**src/shared/ddr2_cmd_defines.vh**
```
// Constants for the DDR2 command, init and mode register block.
// Assumes inclusion by bare name from the design files.
// Functional notes
// - Decode CS, RAS, CAS, WE into commands
// - A10 picks all-bank or auto precharge
// - CKE edges enter and leave power states
// - Commands need CKE high twice running
// - Byte masks discard write data per lane
// - Activate opens row A0-A12 in bank
// - Bursts of four or eight after activate
// - Mode register undefined until first programmed
// - A2:A0 burst length, A3 burst order
// - A6:A4 give the read latency
// - Self refresh stops DLL, exit restarts it
`ifndef DDR2_CMD_DEFINES_VH
`define DDR2_CMD_DEFINES_VH

// Command codes as {cs, ras, cas, we}
`define CMD_MODE_WRITE 4'h0
`define CMD_REFRESH 4'h1
`define CMD_PRECHARGE 4'h2
`define CMD_ACTIVATE 4'h3
`define CMD_WRITE 4'h4
`define CMD_READ 4'h5
`define CMD_NOP 4'h7

// Mode register fields
`define MR_WIDTH 13
`define MR_RESET 13'h0000
`define MR_BL_MSB 2
`define MR_BL_LSB 0
`define MR_ORDER_BIT 3
`define MR_CL_MSB 6
`define MR_CL_LSB 4
`define MR_TEST_BIT 7
`define MR_DLL_RESET_BIT 8
`define MR_WR_MSB 11
`define MR_WR_LSB 9
`define BL_FOUR 3'h2
`define BL_EIGHT 3'h3

// Extended register 1 fields
`define EMR_DLL_OFF_BIT 0
`define EMR_CAL_MSB 9
`define EMR_CAL_LSB 7

// Register select by bank bits {bank1, bank0}
`define SEL_MODE 2'h0
`define SEL_EXT1 2'h1

// Address bit for all-bank and auto precharge
`define AP_BIT 10

// DLL lock time in link clocks
`define DLL_LOCK_CLOCKS 8'hC8

`endif

```
**src/hdl/pin_sync.v**
```verilog
// Two-stage synchroniser for a group of pin inputs.
// Assumes pins change slowly against core_clk_in.
`timescale 1ns/10ps
`default_nettype none
module pin_sync #(
   parameter WIDTH = 1
) (
   input wire core_clk_in, // Core clock
   input wire rst_b_in, // Async reset, low
   input wire en_in, // Clock enable
   input wire [WIDTH-1:0] pins_in, // Raw pin levels
   output reg [WIDTH-1:0] pins_out // Synchronised levels
);
   reg [WIDTH-1:0] meta_q;

   // First stage feeds only the second
   always @(posedge core_clk_in or negedge rst_b_in) begin
      if (!rst_b_in) begin
         meta_q <= {WIDTH{1'b0}};
         pins_out <= {WIDTH{1'b0}};
      end else if (en_in) begin
         meta_q <= pins_in;
         pins_out <= meta_q;
      end
   end
endmodule // pin_sync
`default_nettype wire

```
**src/hdl/open_row_mem.v**
```verilog
// Open-row table, one entry per bank, registered read.
// Assumes one write and one read address per cycle.
`timescale 1ns/10ps
`default_nettype none
module open_row_mem #(
   parameter DEPTH_LOG2 = 2,
   parameter WIDTH = 13
) (
   input wire core_clk_in, // Core clock
   input wire rst_b_in, // Async reset, low
   input wire en_in, // Clock enable
   input wire wr_en_in, // Write strobe
   input wire [DEPTH_LOG2-1:0] wr_addr_in, // Write bank
   input wire [WIDTH-1:0] wr_data_in, // Row to store
   input wire [DEPTH_LOG2-1:0] rd_addr_in, // Read bank
   output reg [WIDTH-1:0] rd_data_out // Stored row
);
   reg [WIDTH-1:0] mem_q [0:(1<<DEPTH_LOG2)-1];
   integer i;

   // Rows survive until overwritten; reset clears them
   always @(posedge core_clk_in or negedge rst_b_in) begin
      if (!rst_b_in) begin
         for (i = 0; i < (1<<DEPTH_LOG2); i = i + 1) begin
            mem_q[i] <= {WIDTH{1'b0}};
         end
         rd_data_out <= {WIDTH{1'b0}};
      end else if (en_in) begin
         if (wr_en_in) begin
            mem_q[wr_addr_in] <= wr_data_in;
         end
         rd_data_out <= mem_q[rd_addr_in];
      end
   end
endmodule // open_row_mem
`default_nettype wire

```
**src/hdl/ddr2_cmd_core.v**
```verilog
// Command decode, power states, mode register and burst walk.
// Assumes link pins sampled by core_clk_in, link clock much slower.
`timescale 1ns/10ps
`default_nettype none
`include "ddr2_cmd_defines.vh"
module ddr2_cmd_core (
   input wire core_clk_in, // 100 MHz core clock
   input wire rst_b_in, // Async reset, low
   input wire en_in, // Clock enable, freezes all
   input wire link_clk_in, // Link clock pin
   input wire cke_in, // Link clock enable
   input wire cs_b_in, // Chip select, low
   input wire row_strobe_b_in, // Row strobe, low
   input wire col_strobe_b_in, // Column strobe, low
   input wire write_en_b_in, // Write enable, low
   input wire bank_select_bit0_in, // Bank bit 0
   input wire bank_select_bit1_in, // Bank bit 1
   input wire [12:0] addr_in, // Address bus
   input wire lower_byte_mask_in, // Mask for data 7:0
   input wire upper_byte_mask_in, // Mask for data 15:8
   input wire on_die_termination_input_in, // Termination
   input wire [15:0] dq_in, // Write data
   output reg [12:0] mode_reg_out, // Mode register
   output reg mode_valid_out, // Mode programmed
   output reg [2:0] read_latency_out, // Read latency
   output reg [2:0] write_recovery_out, // Write recovery
   output reg [2:0] driver_cal_out, // Calibration field
   output reg dll_ready_out, // DLL locked
   output reg [1:0] power_state_out, // Power state
   output reg [3:0] open_banks_out, // Banks with open row
   output reg beat_valid_out, // One burst beat
   output reg beat_write_out, // Beat is a write
   output reg [1:0] beat_bank_out, // Beat bank
   output reg [9:0] beat_col_out, // Beat column
   output reg [12:0] beat_row_out, // Beat row
   output reg [15:0] wr_data_out, // Write data
   output reg [1:0] wr_byte_en_out, // Lanes kept
   output reg termination_en_out, // Termination level
   output reg access_error_out // Refused command
);
   localparam PS_ACTIVE = 2'h0;
   localparam PS_POWERDOWN = 2'h1;
   localparam PS_SELFREF = 2'h2;
   localparam NPIN = 40;

   wire [NPIN-1:0] pins_s;
   wire ck_s;
   wire cke_s;
   wire [3:0] cmd;
   wire [1:0] bank_s;
   wire [12:0] addr_s;
   wire [1:0] mask_s;
   wire [15:0] dq_s;
   wire odt_s;
   wire [12:0] row_rd;

   reg ck_prev_q;
   reg cke_prev_q;
   reg [1:0] ps_q;
   reg [12:0] mr_q;
   reg mr_valid_q;
   reg [2:0] cal_q;
   reg dll_on_q;
   reg [7:0] lock_cnt_q;
   reg [3:0] open_q;
   reg busy_q;
   reg [2:0] beat_q;
   reg [9:0] start_q;
   reg bl8_q;
   reg inter_q;
   reg wr_q;
   reg ap_q;
   reg [1:0] bbank_q;
   reg err_d;

   // Every pin, link clock included, is synchronised first
   pin_sync #(
      .WIDTH(NPIN)
   ) u_sync (
      .core_clk_in(core_clk_in),
      .rst_b_in(rst_b_in),
      .en_in(en_in),
      .pins_in({link_clk_in, cke_in, cs_b_in, row_strobe_b_in,
         col_strobe_b_in, write_en_b_in, bank_select_bit1_in,
         bank_select_bit0_in, addr_in, upper_byte_mask_in,
         lower_byte_mask_in, on_die_termination_input_in,
         dq_in}),
      .pins_out(pins_s)
   );

   assign ck_s = pins_s[39];
   assign cke_s = pins_s[38];
   assign cmd = pins_s[37:34];
   assign bank_s = pins_s[33:32];
   assign addr_s = pins_s[31:19];
   assign mask_s = pins_s[18:17];
   assign odt_s = pins_s[16];
   assign dq_s = pins_s[15:0];

   // Link clock edges seen by the core clock
   wire ck_rise = ck_s & ~ck_prev_q;
   wire ck_fall = ~ck_s & ck_prev_q;
   wire nop_like = cmd[3] | (cmd == `CMD_NOP);
   wire cke_hh = cke_prev_q & cke_s;
   wire live = ck_rise & cke_hh & (ps_q == PS_ACTIVE);
   wire [2:0] bl_code = mr_q[`MR_BL_MSB:`MR_BL_LSB];
   wire bl_ok = (bl_code == `BL_FOUR) | (bl_code == `BL_EIGHT);
   wire bank_open = open_q[bank_s];
   wire is_act = live & (cmd == `CMD_ACTIVATE);
   wire is_pre = live & (cmd == `CMD_PRECHARGE);
   wire is_ref = live & (cmd == `CMD_REFRESH);
   wire is_mrw = live & (cmd == `CMD_MODE_WRITE);
   wire is_rw = live & ((cmd == `CMD_READ) | (cmd == `CMD_WRITE));
   // Unprogrammed register or closed bank refuses the access
   wire rw_ok = is_rw & bank_open & mr_valid_q & bl_ok;
   wire mrw_ok = is_mrw & (open_q == 4'h0);
   wire act_ok = is_act & ~bank_open;
   wire edge_any = ck_rise | ck_fall;
   wire beat_go = busy_q & edge_any & ~rw_ok;
   wire last_beat = bl8_q ? (beat_q == 3'h7) : (beat_q == 3'h3);
   wire dll_ready = dll_on_q & (lock_cnt_q == `DLL_LOCK_CLOCKS);

   // Column walk inside the aligned block of the burst
   wire [2:0] seq_low = start_q[2:0] + beat_q;
   wire [2:0] int_low = start_q[2:0] ^ beat_q;
   wire [2:0] low = inter_q ? int_low : seq_low;
   wire [9:0] col_now = bl8_q ? {start_q[9:3], low}
      : {start_q[9:2], low[1:0]};

   // Rows stored on activate, read back for the running burst
   open_row_mem #(
      .DEPTH_LOG2(2),
      .WIDTH(13)
   ) u_rows (
      .core_clk_in(core_clk_in),
      .rst_b_in(rst_b_in),
      .en_in(en_in),
      .wr_en_in(act_ok),
      .wr_addr_in(bank_s),
      .wr_data_in(addr_s),
      .rd_addr_in(bbank_q),
      .rd_data_out(row_rd)
   );

   // Refused command classes
   always @* begin
      err_d = 1'b0;
      if (is_rw & ~rw_ok) begin
         err_d = 1'b1;
      end
      if ((is_mrw & ~mrw_ok) | (is_act & ~act_ok)) begin
         err_d = 1'b1;
      end
      if (is_ref & (open_q != 4'h0)) begin
         err_d = 1'b1;
      end
      // Read before the DLL has settled still runs, but is flagged
      if (rw_ok & (cmd == `CMD_READ) & ~dll_ready) begin
         err_d = 1'b1;
      end
   end

   // Edge tracking and previous clock enable sample
   always @(posedge core_clk_in or negedge rst_b_in) begin
      if (!rst_b_in) begin
         ck_prev_q <= 1'b0;
         cke_prev_q <= 1'b0;
      end else if (en_in) begin
         ck_prev_q <= ck_s;
         if (ck_rise) begin
            cke_prev_q <= cke_s;
         end
      end
   end

   // Power states follow clock enable transitions
   always @(posedge core_clk_in or negedge rst_b_in) begin
      if (!rst_b_in) begin
         ps_q <= PS_ACTIVE;
      end else if (en_in & ck_rise) begin
         case (ps_q)
            PS_ACTIVE: begin
               if (cke_prev_q & ~cke_s) begin
                  if (cmd == `CMD_REFRESH && open_q == 4'h0) begin
                     ps_q <= PS_SELFREF;
                  end else if (nop_like) begin
                     ps_q <= PS_POWERDOWN;
                  end
               end
            end
            PS_POWERDOWN, PS_SELFREF: begin
               if (~cke_prev_q & cke_s & nop_like) begin
                  ps_q <= PS_ACTIVE;
               end
            end
            default: begin
               ps_q <= PS_ACTIVE;
            end
         endcase
      end
   end

   // Mode and extended register writes; other selects accepted
   always @(posedge core_clk_in or negedge rst_b_in) begin
      if (!rst_b_in) begin
         mr_q <= `MR_RESET;
         mr_valid_q <= 1'b0;
         cal_q <= 3'h0;
      end else if (en_in & mrw_ok) begin
         if (bank_s == `SEL_MODE) begin
            mr_q <= addr_s;
            mr_valid_q <= 1'b1;
         end else if (bank_s == `SEL_EXT1) begin
            cal_q <= addr_s[`EMR_CAL_MSB:`EMR_CAL_LSB];
         end
      end
   end

   // DLL on, off and lock counted in link clocks
   always @(posedge core_clk_in or negedge rst_b_in) begin
      if (!rst_b_in) begin
         dll_on_q <= 1'b0;
         lock_cnt_q <= 8'h00;
      end else if (en_in & ck_rise) begin
         if (mrw_ok & (bank_s == `SEL_EXT1)) begin
            dll_on_q <= ~addr_s[`EMR_DLL_OFF_BIT];
            lock_cnt_q <= 8'h00;
         end else if (mrw_ok & (bank_s == `SEL_MODE)
               & addr_s[`MR_DLL_RESET_BIT]) begin
            lock_cnt_q <= 8'h00;
         end else if (ps_q == PS_ACTIVE & cke_prev_q & ~cke_s
               & cmd == `CMD_REFRESH & open_q == 4'h0) begin
            lock_cnt_q <= 8'h00;
         end else if (ps_q == PS_SELFREF) begin
            // Held stopped until exit, then counts afresh
            lock_cnt_q <= 8'h00;
         end else if (dll_on_q & ~dll_ready) begin
            lock_cnt_q <= lock_cnt_q + 8'h01;
         end
      end
   end

   // Bank open mask: activate, precharge, auto precharge
   always @(posedge core_clk_in or negedge rst_b_in) begin
      if (!rst_b_in) begin
         open_q <= 4'h0;
      end else if (en_in) begin
         // Auto precharge kept when an activate or precharge lands alongside; a new read or write drops it
         if (beat_go & last_beat & ap_q) begin
            open_q[bbank_q] <= 1'b0;
         end
         if (act_ok) begin
            open_q[bank_s] <= 1'b1;
         end else if (is_pre) begin
            if (addr_s[`AP_BIT]) begin
               open_q <= 4'h0;
            end else begin
               open_q[bank_s] <= 1'b0;
            end
         end
      end
   end

   // Burst engine: beats on both link edges after the command
   always @(posedge core_clk_in or negedge rst_b_in) begin
      if (!rst_b_in) begin
         busy_q <= 1'b0;
         beat_q <= 3'h0;
         start_q <= 10'h000;
         bl8_q <= 1'b0;
         inter_q <= 1'b0;
         wr_q <= 1'b0;
         ap_q <= 1'b0;
         bbank_q <= 2'h0;
      end else if (en_in) begin
         if (rw_ok) begin
            // A new access cuts off any burst still running
            busy_q <= 1'b1;
            beat_q <= 3'h0;
            start_q <= addr_s[9:0];
            bl8_q <= (bl_code == `BL_EIGHT);
            inter_q <= mr_q[`MR_ORDER_BIT];
            wr_q <= (cmd == `CMD_WRITE);
            ap_q <= addr_s[`AP_BIT];
            bbank_q <= bank_s;
         end else if (beat_go) begin
            beat_q <= beat_q + 3'h1;
            if (last_beat) begin
               busy_q <= 1'b0;
            end
         end
      end
   end

   // Beat outputs; row comes from the table one cycle later
   always @(posedge core_clk_in or negedge rst_b_in) begin
      if (!rst_b_in) begin
         beat_valid_out <= 1'b0;
         beat_write_out <= 1'b0;
         beat_bank_out <= 2'h0;
         beat_col_out <= 10'h000;
         beat_row_out <= 13'h0000;
         wr_data_out <= 16'h0000;
         wr_byte_en_out <= 2'h0;
      end else if (en_in) begin
         beat_valid_out <= beat_go;
         beat_row_out <= row_rd;
         if (beat_go) begin
            beat_write_out <= wr_q;
            beat_bank_out <= bbank_q;
            beat_col_out <= col_now;
            wr_data_out <= dq_s;
            // Lanes with mask high are dropped
            wr_byte_en_out <= wr_q ? ~mask_s : 2'h0;
         end
      end
   end

   // Status outputs
   always @(posedge core_clk_in or negedge rst_b_in) begin
      if (!rst_b_in) begin
         mode_reg_out <= `MR_RESET;
         mode_valid_out <= 1'b0;
         read_latency_out <= 3'h0;
         write_recovery_out <= 3'h0;
         driver_cal_out <= 3'h0;
         dll_ready_out <= 1'b0;
         power_state_out <= PS_ACTIVE;
         open_banks_out <= 4'h0;
         termination_en_out <= 1'b0;
         access_error_out <= 1'b0;
      end else if (en_in) begin
         mode_reg_out <= mr_q;
         mode_valid_out <= mr_valid_q;
         read_latency_out <= mr_q[`MR_CL_MSB:`MR_CL_LSB];
         write_recovery_out <= mr_q[`MR_WR_MSB:`MR_WR_LSB];
         driver_cal_out <= cal_q;
         dll_ready_out <= dll_ready;
         power_state_out <= ps_q;
         open_banks_out <= open_q;
         termination_en_out <= odt_s;
         access_error_out <= err_d;
      end
   end
endmodule // ddr2_cmd_core
`default_nettype wire

```
**config.mk**
```make
export PLATFORM = sky130hd
export DESIGN_NAME = ddr2_cmd_core
export DESIGN_NICKNAME = d
export VERILOG_FILES = /design/src/hdl/pin_sync.v /design/src/hdl/open_row_mem.v /design/src/hdl/ddr2_cmd_core.v
export VERILOG_INCLUDE_DIRS = /design/src /design/src/shared
export SDC_FILE = /design/constraint.sdc
export NUM_CORES = 1
export LEC_CHECK = 0
export BUFFER_PORTS_ARGS = -buffer_cell sky130_fd_sc_hd__buf_2
export CAP_MARGIN = 20
export CELL_PAD_IN_SITES_DETAIL_PLACEMENT = 0
export CELL_PAD_IN_SITES_GLOBAL_PLACEMENT = 1
export CORE_UTILIZATION = 29
export CTS_CLUSTER_DIAMETER = 120
export DETAILED_ROUTE_END_ITERATION = 8
export PLACE_DENSITY = 0.5
export SLEW_MARGIN = 0
export SYNTH_ARGS = -nofsm -noshare
export SYNTH_HDL_FRONTEND = slang
export SYNTH_SLANG_ARGS = --single-unit
```
**constraint.sdc**
```tcl
create_clock -name core_clk_in -period 2.7 [get_ports core_clk_in]
set_clock_uncertainty 0.1 [all_clocks]
set_input_delay 0.135 -clock core_clk_in [delete_from_list [all_inputs] [get_ports core_clk_in]]
set_output_delay 0.135 -clock core_clk_in [all_outputs]
set_load 0.05 [all_outputs]
```
==> results.ini <==
[setup_path]
cp_data_arrival_time_ns = 2.88
critPathCaptureType = flop
path_max_fanout = 12
crit_path_start = ps_q[0]
crit_end = u_rows.mem_q[48]
critPathSlowestCell = or4b_1
crit_required_ns = 3.04
worst_r2r_path_depth = 7
reg2reg_to = u_rows.mem_q[48]
worstPathCellList = inv_1 > ha_1 > and4b_1 > nand4b_4 > or4b_1 > buf_4 > mux2_4
start_kind = flop
r2r_slack_ns = 0.16
critical_path.max_stage_delay_ns = 0.59
r2r-start = ps_q[0]
worst-setup-path-type = reg2reg

[synth]
ys.flop_type = dfrtp_1
synth.yosys.seq_area_share_pct = 59.1
yosys.area.top_type = dfrtp_1
syn_inst = 747
synth_seq_cells = 270
syn-num-nets = 799
syn_area_um2 = 11400
yosysWarnings = 0
synthDistinctLibCells = 56
synthTopCellsByArea = dfrtp_1, mux2_2, mux2_4
synth.avg_cell_area_um2 = 15.3
synth_top_area_share_pct = 59.1
synth_edf_count = 0
ys_async_sr_fraction_pct = 100

[detailed_routing]
postRouteAntennaNets = 0
drc_errors = 0
vias = 6644
finalWirelength_um = 25700
post_drt_via_cell_ratio = 4.50
first_pass_iters = 4
post_drt_wl_per_cell_um = 17.4
first_iter_violations = 192

[cts]
clock-root-buffer = clkbuf_16
postCtsSetupRepairBufs = 0
cts_tree = built
h-tree-depth = 1
clk_path_buf_depth = 3
clkTransAtPathRegs_ns = 0.06
clkSinkCount = 270
cts_buffers = 31
clk_latency_ns = 0.56

[timing]
relSlewSlack_pct = 42.3
hold_viol_final = 0
max_freq_mhz = 394
finalCritPeriodShare_pct = 94.0
tightest_slew_ns = 0.865
grt_setup_unrepaired = false
maxSlewViolCount = 0
final.setup.tns_ns = 0
setup_viol = 0
fin_crit_ns = 2.54

[power]
ir_drop_mv = 0.440
power_density_nw_per_um2 = 653
p_leak_uw = 0.00691
p_total_uw = 9320

[global_routing]
grt_max_degree = 73
grt_antenna_before_repair = 0
grt_first_pass_wirelength_um = 42200
grt_pass1_vias = 7168
gr-usage-all-layers_pct = 13.1
grt_remaining_overflow = 0

[floorplanning]
coreArea_um2 = 38700
die_x_um = 201
initial_utilization_pct = 29.5
io_pins = 120
die_h_um = 201
fp-row-count = 72
die_area_um2 = 40300

[job]
maxCapViolations = 0

[final_layout]
final-seq-area_um2 = 6760
fill_cells = 3825
drive_above_1_share_pct = 48.9
nets = 989
diodes = 0
multi_input_area_um2 = 4300
syn_to_final_growth_pct = 24.7

[status]
status = finished, final reports clean

[placement]
port_buffers = 119
hpwl_um = 16800
gp_congestion = 0.720

[hold_path]
hp-class = in2reg

-- final cells by class --
cell class | count | area share, %
Clock inverter | 13 | 0.868
Inverter | 15 | 0.395
Sequential cell | 270 | 47.4
Tap cell | 518 | 4.54
Timing Repair Buffer | 206 | 10.5
Multi-Input combinational cell | 413 | 30.1
Clock buffer | 42 | 6.22
-- critical path: cells and delay by family (launching register included) --
kind	cells	cell delay, ns
buffers and inverters	2	0.33
DFF	1	0.41
adders and majority gates	1	0.24
muxes	1	0.31
and+or+nand+nor	3	1.04
-- cell usage after synthesis, types with 3 or more instances --
cell      count
dfrtp_1     270
mux2_2      205
mux2_4       36
clkbuf_1     24
nand2_1      23
inv_1        15
mux4_2       14
nor2_1       12
nand3_1      10
o21ai_0      10
buf_4         9
a21oi_1       8
ha_1          8
nand3b_1      6
a22o_1        5
buf_6         5
nor2b_1       5
a32o_1        4
buf_12        4
buf_2         4
nor3_1        4
o311ai_0      4
o31ai_1       4
xnor2_1       4
a31oi_1       3
and2_1        3
and4b_1       3
clkbuf_8      3
nor4b_1       3
o211ai_1      3
-- worst min path at each step --
stage	startpoint	endpoint	slack (ns)	cells past startpoint
finish	addr_in[9]	u_sync.meta_q[28]	0.24	3
global route	addr_in[10]	u_sync.meta_q[29]	0.23	3
CTS	dq_in[6]	u_sync.meta_q[6]	0.20	3
detailed placement	rst_b_in	u_sync.meta_q[31]	-0.01	1
global placement	rst_b_in	u_sync.meta_q[31]	-0.01	1
floorplan	rst_b_in	access_error_out	-0.26	0
-- power by group --
part	total (uW)	switching (uW)	leakage, uW	internal [uW]
clock network	4140	1660	0.000501	2470
logic	723	348	0.00289	375
registers	4460	215	0.00352	4250
-- cell usage in the layout (no fill, tap or decap), types with 5 or more instances in the layout --
cell / n
o21ai_0: 10
a22o_1: 5
mux2_2: 205
clkinv_2: 8
buf_2: 117
dfrtp_1: 270
clkbuf_16: 31
clkbuf_8: 7
nand3_1: 10
mux2_4: 36
a21oi_1: 8
ha_1: 8
dlygate4sd3_1: 54
nor2_1: 12
buf_4: 25
buf_12: 8
mux4_2: 14
inv_1: 15
nand2_1: 23
nand3b_1: 6
nor2b_1: 5
-- kinds of logic after synthesis --
family / count (synthesis) / share of synthesized area [%]
multiplexers: 257 / 27.8
adder cells (fa/ha/maj): 9 / 1.05
flip-flops: 270 / 59.1
XOR/XNOR: 5 / 0.383
buffers and inverters: 64 / 3.60
AND/OR/NAND/NOR: 92 / 4.94
AO/OA/AOI/OAI: 50 / 3.14
-- sequential cells by signal, summed over array words and instances (netlist names), 3 cells and up --
signal / flops
mr_q: 13
mode_reg_out: 13
beat_q: 3
u_rows.mem_q: 52
open_banks_out: 4
u_sync.pins_out: 40
beat_col_out: 10
cal_q: 3
wr_data_out: 16
u_sync.meta_q: 40
lock_cnt_q: 8
start_q: 10
beat_row_out: 13
driver_cal_out: 3
u_rows.rd_data_out: 13
open_q: 4
-- metal layers --
metal | wire length (um) | track usage, % | part of all wire, % | vias to the layer above
met1 | 12500 | 18.5 | 49 | 3413
met3 | 1270 | 3.49 | 4.9 | 38
li1 | - | - | - | 3087
met5 | 0 | 0 | 0 | -
met2 | 11200 | 19.9 | 44 | 106
met4 | 619 | 3.30 | 2.4 | 0
-- per-stage QoR --
| stage | utilization (%) | hold slack (ns) | worst slack [ns] | cells | instance area, um^2 |
|---|---|---|---|---|---|
| 2_1_floorplan | - | -0.261 | 0.237 | 747 | 11400 |
| 5_1_grt | 36.8 | 0.233 | 0.0317 | 1477 | 14300 |
| 4_1_cts | 36.8 | 0.205 | 0.120 | 1477 | 14300 |
| 6_report | 36.8 | 0.239 | 0.163 | 1477 | 14300 |
| 3_3_place_gp | 32.8 | -0.0134 | 0.184 | 1368 | 12700 |
| 3_5_place_dp | 32.8 | -0.0132 | 0.144 | 1368 | 12700 |
-- repair_timing --
action	in CTS	in global routing
hold buffers	54	0
setup endpoints to repair	0	3
endpoints found under the hold margin	324	0
gates resized for setup	0	1
(Power assumes the default switching activity.)
